$ cat src/core/mcb_map.svh
// address map, field positions and timing counts of the master clock board
`ifndef MCB_MAP_SVH
`define MCB_MAP_SVH
`define MCB_CMD_OFS       12'h000
`define MCB_STAT_OFS      12'h004
`define MCB_BW_OFS        12'h008
`define MCB_STEP_OFS      12'h00c
`define MCB_ROT_OFS       12'h010
`define MCB_CMD_SET_EN0   0
`define MCB_CMD_SET_EN1   1
`define MCB_CMD_CLR_EN0   2
`define MCB_CMD_CLR_EN1   3
`define MCB_CMD_NEXT_WORD 4
`define MCB_BW_W          3
`define MCB_BW_RESET      3'h0
`define MCB_CLK_MHZ       50
`define MCB_REF_MHZ       4
`define MCB_ACC_HALF      6'h19
`define MCB_INS_LO        6'h1f
`define MCB_INS_HI        6'h25
`define MCB_QT_HALF       2'h2
`define MCB_STROBE_NS     50
`define MCB_NW_NS         250
`define MCB_STROBE_CYC    (((`MCB_STROBE_NS * `MCB_CLK_MHZ) + 999) / 1000)
`define MCB_NW_CYC        (((`MCB_NW_NS * `MCB_CLK_MHZ) + 999) / 1000)
`endif

$ cat src/core/mcb_pkg.sv
// types shared by the master clock board
`default_nettype none
package mcb_pkg;
  typedef struct packed {
    logic lead;
    logic lag;
  } mcb_step_type;
  typedef enum logic [1:0] {
    MCB_NW_IDLE,
    MCB_NW_ARMED,
    MCB_NW_PULSE
  } mcb_nw_type;
endpackage
`default_nettype wire

$ cat src/core/mcb_master_clock.sv
// master clock board: clock divider, strobes, 60 hz interrupt, pulsed delay
//
// How it works
// - all clocks derived from one oscillator
// - control and readout clocks 4 MHz square
// - two separate 1 MHz square waves
// - multiplier strobes 50 ns at 4 MHz
// - shift strobes 4 MHz down to 31.25 kHz
// - next word gives 250 ns pulse
// - 60 Hz tick sets request if enabled
// - sample clock sets interrupt, raises request line
// - acknowledge clears the request flip-flop
// - pending DMA holds interrupt flip-flop clear
// - DMA pending blocks ack clear of request
// - interrupt address lines left undriven
// - program sets and clears interrupt enables
// - jump strobe clears interrupt enables
// - reset button while halted clears enables
// - independent A-B and B-C delay control
// - lag deletes, lead inserts unload pulse
// - each step shifts unload by 250 ns
// - B-C rotator phase is C minus B
`include "mcb_map.svh"
`default_nettype none
module mcb_master_clock (
  // apb slave
  input  wire logic                 pclk,
  input  wire logic                 presetn,
  input  wire logic                 psel,
  input  wire logic                 penable,
  input  wire logic                 pwrite,
  input  wire logic [11:0]          paddr,
  input  wire logic [31:0]          pwdata,
  output logic      [31:0]          prdata,
  output logic                      pready,
  output logic                      pslverr,
  // generated clocks and strobes
  output logic                      control_clock_4m,
  output logic      [1:0]           readout_shift_clock,
  output logic                      tc_quarter_clock,
  output logic                      delay_display_clock_1m,
  output logic                      multiplier_strobe,
  output logic      [1:0]           correlator_multiplier_strobes,
  output logic      [1:0]           correlator_shift_strobes,
  output logic                      next_word_pulse,
  // cpu i/o bus interrupt
  input  wire logic                 tick_60hz,
  input  wire logic                 intr_sample_clock,
  input  wire logic                 intr_acknowledge_line,
  input  wire logic                 intr_jump_strobe,
  input  wire logic                 dma_in_pending_n,
  input  wire logic                 dma_out_pending_n,
  input  wire logic                 system_reset_button,
  input  wire logic                 cpu_halted,
  output logic                      intr_request_line,
  output logic      [5:0]           intr_addr_out,
  output logic      [5:0]           intr_addr_oe_n,
  // pulsed delay, index 0 = pair a-b, index 1 = pair b-c
  output logic      [1:0]           unload_clock,
  // fringe rotator b-c
  input  wire logic [7:0]           rotator_b_phase,
  input  wire logic [7:0]           rotator_c_phase,
  output logic      [7:0]           rotator_bc_phase
);
  import mcb_pkg::*;

  localparam int STROBE_CYC = `MCB_STROBE_CYC;
  localparam int NW_CYC     = `MCB_NW_CYC;

  // ==========================================================
  // reference divider
  logic [5:0] acc_reg;
  logic [5:0] acc_next;
  logic       ref_tick;
  logic [6:0] sum_w;

  // fractional divider: one wrap per 4 mhz period on average
  always_comb begin
    sum_w = {1'b0, acc_reg} + 7'(`MCB_REF_MHZ);
    ref_tick = (sum_w >= 7'(`MCB_CLK_MHZ));
    acc_next = ref_tick ? 6'(sum_w - 7'(`MCB_CLK_MHZ)) : sum_w[5:0];
  end

  always_ff @(posedge pclk or negedge presetn) begin
    if (!presetn) begin
      acc_reg <= 6'h00;
    end else begin
      acc_reg <= acc_next;
    end
  end

  // ==========================================================
  // square wave outputs
  logic [1:0] qt_reg;

  always_ff @(posedge pclk or negedge presetn) begin
    if (!presetn) begin
      control_clock_4m <= 1'b0;
    end else begin
      control_clock_4m <= (acc_next < `MCB_ACC_HALF);
    end
  end

  genvar gi;
  generate
    for (gi = 0; gi < 2; gi++) begin : g_half
      always_ff @(posedge pclk or negedge presetn) begin
        if (!presetn) begin
          readout_shift_clock[gi] <= 1'b0;
        end else begin
          readout_shift_clock[gi] <= (acc_next < `MCB_ACC_HALF);
        end
      end
    end
  endgenerate

  always_ff @(posedge pclk or negedge presetn) begin
    if (!presetn) begin
      qt_reg                 <= 2'h0;
      tc_quarter_clock       <= 1'b0;
      delay_display_clock_1m <= 1'b0;
    end else begin
      if (ref_tick) begin
        qt_reg                 <= qt_reg + 2'h1;
        tc_quarter_clock       <= (qt_reg + 2'h1) < `MCB_QT_HALF;
        delay_display_clock_1m <= (qt_reg + 2'h1) < `MCB_QT_HALF;
      end
    end
  end

  // ==========================================================
  // strobes
  logic [`MCB_BW_W-1:0] bw_reg;
  logic [6:0]           bw_div_reg;
  logic [6:0]           bw_mask;
  logic                 shift_tick;
  logic [1:0]           mult_cnt_reg;
  logic [1:0]           shift_cnt_reg;

  assign bw_mask    = 7'((8'h01 << bw_reg) - 8'h01);
  assign shift_tick = ref_tick && ((bw_div_reg & bw_mask) == 7'h00);

  always_ff @(posedge pclk or negedge presetn) begin
    if (!presetn) begin
      bw_div_reg <= 7'h00;
    end else if (ref_tick) begin
      bw_div_reg <= bw_div_reg + 7'h01;
    end
  end

  always_ff @(posedge pclk or negedge presetn) begin
    if (!presetn) begin
      mult_cnt_reg <= 2'h0;
    end else if (ref_tick) begin
      mult_cnt_reg <= 2'(STROBE_CYC);
    end else if (mult_cnt_reg != 2'h0) begin
      mult_cnt_reg <= mult_cnt_reg - 2'h1;
    end
  end

  always_ff @(posedge pclk or negedge presetn) begin
    if (!presetn) begin
      shift_cnt_reg <= 2'h0;
    end else if (shift_tick) begin
      shift_cnt_reg <= 2'(STROBE_CYC);
    end else if (shift_cnt_reg != 2'h0) begin
      shift_cnt_reg <= shift_cnt_reg - 2'h1;
    end
  end

  assign multiplier_strobe = (mult_cnt_reg != 2'h0);
  generate
    for (gi = 0; gi < 2; gi++) begin : g_strobe
      assign correlator_multiplier_strobes[gi] = (mult_cnt_reg != 2'h0);
      assign correlator_shift_strobes[gi]      = (shift_cnt_reg != 2'h0);
    end
  endgenerate

  // ==========================================================
  // next word shaper
  mcb_nw_type nw_state_reg;
  logic [3:0] nw_cnt_reg;
  logic       nw_cmd;

  // pulse starts with the multiplier strobe for a fixed phase
  always_ff @(posedge pclk or negedge presetn) begin
    if (!presetn) begin
      nw_state_reg <= MCB_NW_IDLE;
      nw_cnt_reg   <= 4'h0;
    end else begin
      case (nw_state_reg)
        MCB_NW_IDLE: begin
          if (nw_cmd) begin
            nw_state_reg <= MCB_NW_ARMED;
          end
        end
        MCB_NW_ARMED: begin
          if (ref_tick) begin
            nw_state_reg <= MCB_NW_PULSE;
            nw_cnt_reg   <= 4'(NW_CYC - 1);
          end
        end
        MCB_NW_PULSE: begin
          if (nw_cnt_reg == 4'h0) begin
            nw_state_reg <= MCB_NW_IDLE;
          end else begin
            nw_cnt_reg <= nw_cnt_reg - 4'h1;
          end
        end
        default: nw_state_reg <= MCB_NW_IDLE;
      endcase
    end
  end

  assign next_word_pulse = (nw_state_reg == MCB_NW_PULSE);

  // ==========================================================
  // 60 hz interrupt
  logic [1:0] en_reg;
  logic       req_reg;
  logic       intr_reg;
  logic       dma_pending;
  logic [1:0] en_set;
  logic [1:0] en_clr;

  assign dma_pending = !dma_in_pending_n || !dma_out_pending_n;

  // set wins over clear
  always_ff @(posedge pclk or negedge presetn) begin
    if (!presetn) begin
      en_reg <= 2'h0;
    end else if (intr_jump_strobe || (system_reset_button && cpu_halted)) begin
      en_reg <= 2'h0;
    end else begin
      en_reg <= en_set | (en_reg & ~en_clr);
    end
  end

  always_ff @(posedge pclk or negedge presetn) begin
    if (!presetn) begin
      req_reg <= 1'b0;
    end else if (tick_60hz && (en_reg == 2'h3)) begin
      req_reg <= 1'b1;
    end else if (intr_acknowledge_line && !dma_pending) begin
      req_reg <= 1'b0;
    end
  end

  always_ff @(posedge pclk or negedge presetn) begin
    if (!presetn) begin
      intr_reg <= 1'b0;
    end else if (dma_pending) begin
      intr_reg <= 1'b0;
    end else if (intr_sample_clock) begin
      intr_reg <= req_reg;
    end
  end

  assign intr_request_line = intr_reg;
  assign intr_addr_out     = 6'h00;
  assign intr_addr_oe_n    = 6'h3f;

  // ==========================================================
  // pulsed delay, one unload divider per recorder pair
  mcb_step_type [1:0] step_cmd;
  mcb_step_type [1:0] step_pend_reg;
  logic         [1:0] step_busy_reg;

  generate
    for (gi = 0; gi < 2; gi++) begin : g_delay
      logic ins_reg;
      logic del_reg;
      logic del_now;
      // requests wait for the next unload period boundary
      always_ff @(posedge pclk or negedge presetn) begin
        if (!presetn) begin
          step_pend_reg[gi] <= '0;
          ins_reg           <= 1'b0;
          del_reg           <= 1'b0;
        end else if (ref_tick) begin
          ins_reg           <= step_pend_reg[gi].lead;
          del_reg           <= step_pend_reg[gi].lag;
          step_pend_reg[gi] <= step_cmd[gi];
        end else begin
          step_pend_reg[gi] <= step_pend_reg[gi] | step_cmd[gi];
        end
      end
      assign step_busy_reg[gi] = ins_reg || del_reg;
      // a delete must also mask the first high cycle, which starts at the wrap
      assign del_now = ref_tick ? step_pend_reg[gi].lag : del_reg;
      // delete masks one high phase, insert adds one in the low phase
      always_ff @(posedge pclk or negedge presetn) begin
        if (!presetn) begin
          unload_clock[gi] <= 1'b0;
        end else if (acc_next < `MCB_ACC_HALF) begin
          unload_clock[gi] <= !del_now;
        end else begin
          unload_clock[gi] <= ins_reg && (acc_next >= `MCB_INS_LO) &&
                              (acc_next < `MCB_INS_HI);
        end
      end
    end
  endgenerate

  // ==========================================================
  // fringe rotator b-c
  always_ff @(posedge pclk or negedge presetn) begin
    if (!presetn) begin
      rotator_bc_phase <= 8'h00;
    end else begin
      rotator_bc_phase <= rotator_c_phase - rotator_b_phase;
    end
  end

  // ==========================================================
  // apb register file
  logic apb_wr;
  logic hit;

  assign apb_wr  = psel && penable && pwrite;
  assign pready  = 1'b1;
  assign hit     = (paddr == `MCB_CMD_OFS) || (paddr == `MCB_STAT_OFS) ||
                   (paddr == `MCB_BW_OFS) || (paddr == `MCB_STEP_OFS) ||
                   (paddr == `MCB_ROT_OFS);
  assign pslverr = psel && penable && !hit;

  always_comb begin
    en_set   = 2'h0;
    en_clr   = 2'h0;
    nw_cmd   = 1'b0;
    step_cmd = '0;
    if (apb_wr && (paddr == `MCB_CMD_OFS)) begin
      en_set[0] = pwdata[`MCB_CMD_SET_EN0];
      en_set[1] = pwdata[`MCB_CMD_SET_EN1];
      en_clr[0] = pwdata[`MCB_CMD_CLR_EN0];
      en_clr[1] = pwdata[`MCB_CMD_CLR_EN1];
      nw_cmd    = pwdata[`MCB_CMD_NEXT_WORD];
    end
    if (apb_wr && (paddr == `MCB_STEP_OFS)) begin
      step_cmd = pwdata[3:0];
    end
  end

  always_ff @(posedge pclk or negedge presetn) begin
    if (!presetn) begin
      bw_reg <= `MCB_BW_RESET;
    end else if (apb_wr && (paddr == `MCB_BW_OFS)) begin
      bw_reg <= pwdata[`MCB_BW_W-1:0];
    end
  end

  // read data is latched in the setup phase and stands through the access phase
  always_ff @(posedge pclk or negedge presetn) begin
    if (!presetn) begin
      prdata <= 32'h0000_0000;
    end else if (psel && !penable) begin
      case (paddr)
        `MCB_STAT_OFS: prdata <= {27'h0, nw_state_reg != MCB_NW_IDLE, intr_reg,
                                  req_reg, en_reg};
        `MCB_BW_OFS:   prdata <= {29'h0, bw_reg};
        `MCB_STEP_OFS: prdata <= {26'h0, step_busy_reg, step_pend_reg};
        `MCB_ROT_OFS:  prdata <= {24'h0, rotator_bc_phase};
        default:       prdata <= 32'h0000_0000;
      endcase
    end
  end

  // ==========================================================
  // assertions
  logic [3:0] nw_w_reg;
  always_ff @(posedge pclk or negedge presetn) begin
    if (!presetn) begin
      nw_w_reg <= 4'h0;
    end else begin
      nw_w_reg <= next_word_pulse ? nw_w_reg + 4'h1 : 4'h0;
    end
  end
endmodule // mcb_master_clock
`default_nettype wire

$ cat config.mk
export PLATFORM = sky130hd
export DESIGN_NAME = mcb_master_clock
export DESIGN_NICKNAME = d
export VERILOG_FILES = /design/src/core/mcb_pkg.sv /design/src/core/mcb_master_clock.sv
export VERILOG_INCLUDE_DIRS = /design/src /design/src/core
export SDC_FILE = /design/constraint.sdc
export NUM_CORES = 1
export LEC_CHECK = 0
export ABC_AREA = 1
export ABC_CLOCK_PERIOD_IN_PS = 3000
export BUFFER_PORTS_ARGS = -buffer_cell sky130_fd_sc_hd__clkbuf_2
export CORE_ASPECT_RATIO = 2
export CORE_MARGIN = 2
export CORE_UTILIZATION = 53
export CTS_BUF_LIST = sky130_fd_sc_hd__clkbuf_16
export CTS_CLUSTER_DIAMETER = 120
export DETAILED_ROUTE_END_ITERATION = 7
export PLACE_DENSITY = 0.86
export SLEW_MARGIN = 20
export SYNTH_ARGS = -nofsm -noshare
export SYNTH_HDL_FRONTEND = slang
export SYNTH_SLANG_ARGS = --single-unit
$ cat constraint.sdc
create_clock -name pclk -period 3 [get_ports pclk]
set_input_delay 0.6 -clock pclk [delete_from_list [all_inputs] [get_ports pclk]]
set_output_delay 0.6 -clock pclk [all_outputs]
set_load 0.01 [all_outputs]
Word level (Yosys, flattened, before mapping)
Cells that the tools add are included.

Output and inout port bits: 68. Register bits: 84. Word-level logic and storage cells: 129. Bits of input ports: 73.

Equal/unequal tests: 11. Reduce and logical (&&, ||, !) cells: 44. Shifts and indexed selects: 1. Bitwise gates (word level): 6. Order comparisons: 5. Add/sub/neg operators: 9. Multiplexer cells: 28.

Operators by type and width (number): 8-bit case mux with 4 select lines (1); 12-bit by 4-bit == test with 1-bit output, second input constant (2); 2-bit two-way mux (12); 2-bit nonzero test (8); 1-bit logical AND (15); 12-bit by 3-bit == test with 1-bit output, second input constant (1); 12-bit by 5-bit == test with 1-bit output, second input constant (1); 12-bit logical NOT (1); 4-bit two-way mux (3); 1-bit two-way mux (9); 1-bit logical OR (8); 4-bit case mux with 2 select lines (1); 8-bit subtractor (1); 6-bit by 3-bit adder with 7-bit output, second input constant (1); 7-bit by 1-bit adder with 7-bit output, second input constant (1); 7-bit AND (1); 7-bit by 6-bit >= comparator with 1-bit output, second input constant (1); 1-bit logical NOT (7); 7-bit logical NOT (1); 1-bit by 3-bit left shift with 7-bit output, first input constant (1); 7-bit by 1-bit subtractor with 7-bit output, second input constant (1); 6-bit by 5-bit >= comparator with 1-bit output, second input constant (1); 6-bit by 5-bit < comparator with 1-bit output, second input constant (1); 6-bit < comparator, second input constant (1); 17 further kinds (24).

Longest topological paths before layout
Word-level depth: 8. Depth in mapped cells: 14. Depth with buffers taken out: 14.

Least setup slack after synthesis
Ideal clock, no wire load.

Kind: input -> output. Start: input port paddr[1]. End: output port pslverr. Data required time: 2.400 ns. Path slack: 1.083 ns. Path buffers: 0. Stages: 6. Arrival time: 1.317 ns. Cells stage by stage: nor2_1 > nand2_1 > nor3_2 > a21oi_1 > nand3_1 > nor2_1.

Longest elaborated chain between the ends: 7. Elaborated cells on any way between the ends: 11. Those cells by class: eq/ne: 4; reduce/logical: 7.

RTL lines: start, declared (line mcb_master_clock.sv:32) `input wire logic [11:0] paddr,`; 12-bit by 3-bit == test with 1-bit output (no line) or 12-bit logical NOT (tied branches); 1-bit logical OR (3 in series) (line mcb_master_clock.sv:322) `` assign hit = (paddr == `MCB_CMD_OFS) || (paddr == `MCB_STAT_OFS) || ``; 1-bit logical OR (*) (line mcb_master_clock.sv:322); 1-bit logical NOT (*) (line mcb_master_clock.sv:325) `assign pslverr = psel && penable && !hit;`; 1-bit logical AND (*) (line mcb_master_clock.sv:325); end, declared (line mcb_master_clock.sv:36) `output logic pslverr,`.

Mark *: on every way between the ends. The rest lies on a longest branch, timed or not.

Worst setup path in the final report
Same ends and word-level chain as after synthesis.

==> run_results.csv <==
group,metric,value,unit
power,switchingPower,504.5,uW
cts,cts-root-buf,"clkbuf_16",
cts,clk_pin_slew_worst_paths,0.05,ns
drt,dr_total_vias,3070,
die,core_area,6621,um2
run,cap_viol_max_count,0,
cts,clock-sinks,59,
power,leakagePower,0.002367,uW
cts,cts_setup_buffers,0,
synthesis,yosys.area_share.adder,0.06029,
drt,detail-route-antenna-nets,0,
power,irDropWorstVdd,0.3642,mV
synthesis,synth_cell_types,38,
placement,port-buffer-count,76,
die,rows,42,
synthesis,yosys-top-cells-area,"dfrtp_1, nand2_1, buf_4",
cts,cts_resized,0,
worst_setup_path,reg2reg_slack,0.90,ns
synthesis,synth_compound_area_frac,0.09798,
worst_setup_path,rr_endpoint,"unload_clock[1]$_DFF_PN0_",
worst_setup_path,cp_cell_sequence,"clkbuf_2 > nor2_1 > nand2_1 > nor3_2 > buf_4 > a21oi_1 > nand3_1 > nor2_1 > clkbuf_2",
cts,h-tree-depth,3,
worst_setup_path,cp_data_required_time,2.40,ns
worst_setup_path,worstPathArrival,1.60,ns
worst_setup_path,rr_worst_depth,12,
global_routing,grt_overflow,0,
global_routing,grt_max_degree,32,
die,initial_utilization,0.5516,
cts,cts_max_path_buffers,2,
power,combPwrFrac,0.130,
synthesis,syn_inst,443,
worst_setup_path,end_kind,"primary output",
synthesis,synth_top_area_frac,0.4042,
sta,max_freq,0.4543,GHz
final_layout,antenna_cells,0,
sta,finalHoldViolations,0,
drt,routed_wl,7822,um
global_routing,grt_pass1_vias,3148,
die,die_h,121.4,um
worst_setup_path,path_delay_family,"simple AND/OR/NAND/NOR gates",
global_routing,grtUsageTotal,0.2225,
synthesis,yosys_warnings,0,
worst_setup_path,slowest_delay,0.20,ns
run_status,status,"finished, final reports clean",
sta,tns,0,ns
drt,detail_route.first_pass.iterations,4,
sta,slew_viol_final,0,
global_routing,antenna_found_initial,0,
worst_hold_path,hp-class,"in2async",
power,powerDensity,468.7,nW/um2
power,swShare,0.2563,
placement,dp.cells,600,
sta,fin_hold_ws,0.3473,ns
final_layout,layoutNonFillerInstCount,616,
sta,worst_pin_slew,0.7651,ns
worst_setup_path,startpoint_type,"primary input",
sta,period_needed,2.201,ns
synthesis,synth_area,3652,um2
sta,finalSetupViolCount,0,
synthesis,synth_xor_area_frac,0.04488,
sta,post-route-period-util,0.7337,
synthesis,synth_top_family_by_area,"simple AND/OR/NAND/NOR gates",
placement,hpwl,6160,um
synthesis,synth_seq_cells,59,
cts,worstSkewPairLatency,0.32,ns
final_layout,drive_above_1_share,0.2159,
sta,grt_setup_unrepaired,"false",
worst_setup_path,worstReg2RegStart,"acc_reg[2]$_DFF_PN0_",
synthesis,synth.largest_area_cell,"dfrtp_1",
worst_setup_path,crit_slowest_cell,"nor2_1",
synthesis,yosys.area_share.simple,0.2210,
drt,drt_iter0_markers,128,
synthesis,ys_seq_area_frac,0.4042,
synthesis,synthMuxAreaShare,0,
die,die_w,62.70,um
worst_setup_path,criticalPathCategory,"in2out",
final_layout,areaGrowthSynthToFinish,14.97,%
final_layout,final_util,0.6342,
cts,tritoncts,"yes",
cts,cts_made_buffers,9,
drt,wl_per_cell,12.70,um
worst_setup_path,cp_max_fo,6,
power,p_total,1968,uW
drt,via_per_inst,4.984,
die,dieArea,7611,um2
worst_setup_path,critPathBufInv,3,
drt,drc_errors,0,
global_routing,grt_pass1_wl,13280,um
placement,place_congestion,0.8169,
cts,ctsHoldBuffers,0,
power,p_clk_frac,0.437,
synthesis,syn_area_per_cell,8.244,um2
final_layout,final_nets,613,
sta,max_slew_margin,0.4899,
power,internal_power,1464,uW
power,seqPwrFrac,0.433,
die,ios,141,
sta,finalClockSkew,0.004239,ns
-- through the flow --
| stage | area [um2] | setup WS [ns] |
|---|---|---|
| after floorplan | 3784 | 1.083 |
| after global placement | 3946 | 0.8264 |
| after detailed placement | 3946 | 0.7937 |
| after CTS | 4199 | 0.8060 |
| after global routing | 4199 | 0.7021 |
| final | 4199 | 0.7988 |
-- kinds of logic after synthesis --
group / Yosys count
compound gates: 63
xor+xnor: 17
fa+ha+maj: 17
buf+inv: 113
flops: 59
other cells: 2
simple gates: 172
-- synthesized netlist by cell type (all sizes together) --
| master | instances |
|---|---|
| a211oi | 2 |
| a21o | 2 |
| a21oi | 14 |
| a31o | 1 |
| a32o | 1 |
| buf | 45 |
| clkinv | 2 |
| conb | 2 |
| dfrtp | 59 |
| fa | 1 |
| ha | 16 |
| inv | 66 |
| nand2 | 102 |
| nand3 | 30 |
| nand4 | 8 |
| nor2 | 27 |
| nor3 | 4 |
| nor4 | 1 |
| o211ai | 3 |
| o21a | 1 |
| o21ai | 34 |
| o22ai | 5 |
| xnor2 | 5 |
| xor2 | 12 |
-- power groups by stage --
stage          registers, uW  logic, uW  clock network [uW]
2_1_floorplan            870        176                   0
3_3_place_gp             861        242                   0
3_5_place_dp             864        255                   0
4_1_cts                  852        260                 869
5_1_grt                  856        294                 909
6_report                 851        257                 860
-- final cells by class --
cell class	count	area (um2)
clock inverters	7	27.53
clock buffers	9	225.2
inverters	68	256.5
multi-input cells	306	1688
flip-flops and latches	59	1476
fillers	581	2422
well taps	88	110.1
repair buffers	79	415.4
-- placed cells by master, fill, tap and decap left out, types with 2 or more instances in the layout --
cell type and instances:
clkbuf_2 76, nand4_1 7, dfrtp_1 59, a211oi_1 2, buf_4 2, nand3_1 30, o21ai_2 2, o211ai_1 3
a21oi_1 14, a21o_1 2, clkbuf_16 9, xor2_2 2, inv_1 66, o21ai_0 28, clkinv_2 2, nor3_1 2
o21ai_1 4, nand2_2 7, ha_1 16, o22ai_1 5, nand2_4 4, xor2_1 10, inv_2 2, conb_1 37
xnor2_1 5, nor2_1 25, clkinv_1 5, nand2_1 90
-- routing by layer --
metal  wire (um)  GRT usage  part of all wire  vias to the layer above
met3         453    0.05566             0.058                       25
met4         323     0.1208             0.041                        0
met5           0          0                 0                        -
met2        4400     0.4315              0.56                      104
met1        2644     0.2054              0.34                     1442
li1            -          -                 -                     1499
-- worst max path at each step --
stage,from,to,cells after the start
floorplan,paddr[1],pslverr,6
global placement,paddr[1],pslverr,9
detailed placement,rotator_c_phase[0],rotator_bc_phase[6]$_DFF_PN0_,9
CTS,paddr[1],pslverr,9
global route,acc_reg[2]$_DFF_PN0_,unload_clock[1]$_DFF_PN0_,12
finish,paddr[1],pslverr,9
Power figures use the tool's default switching activity.
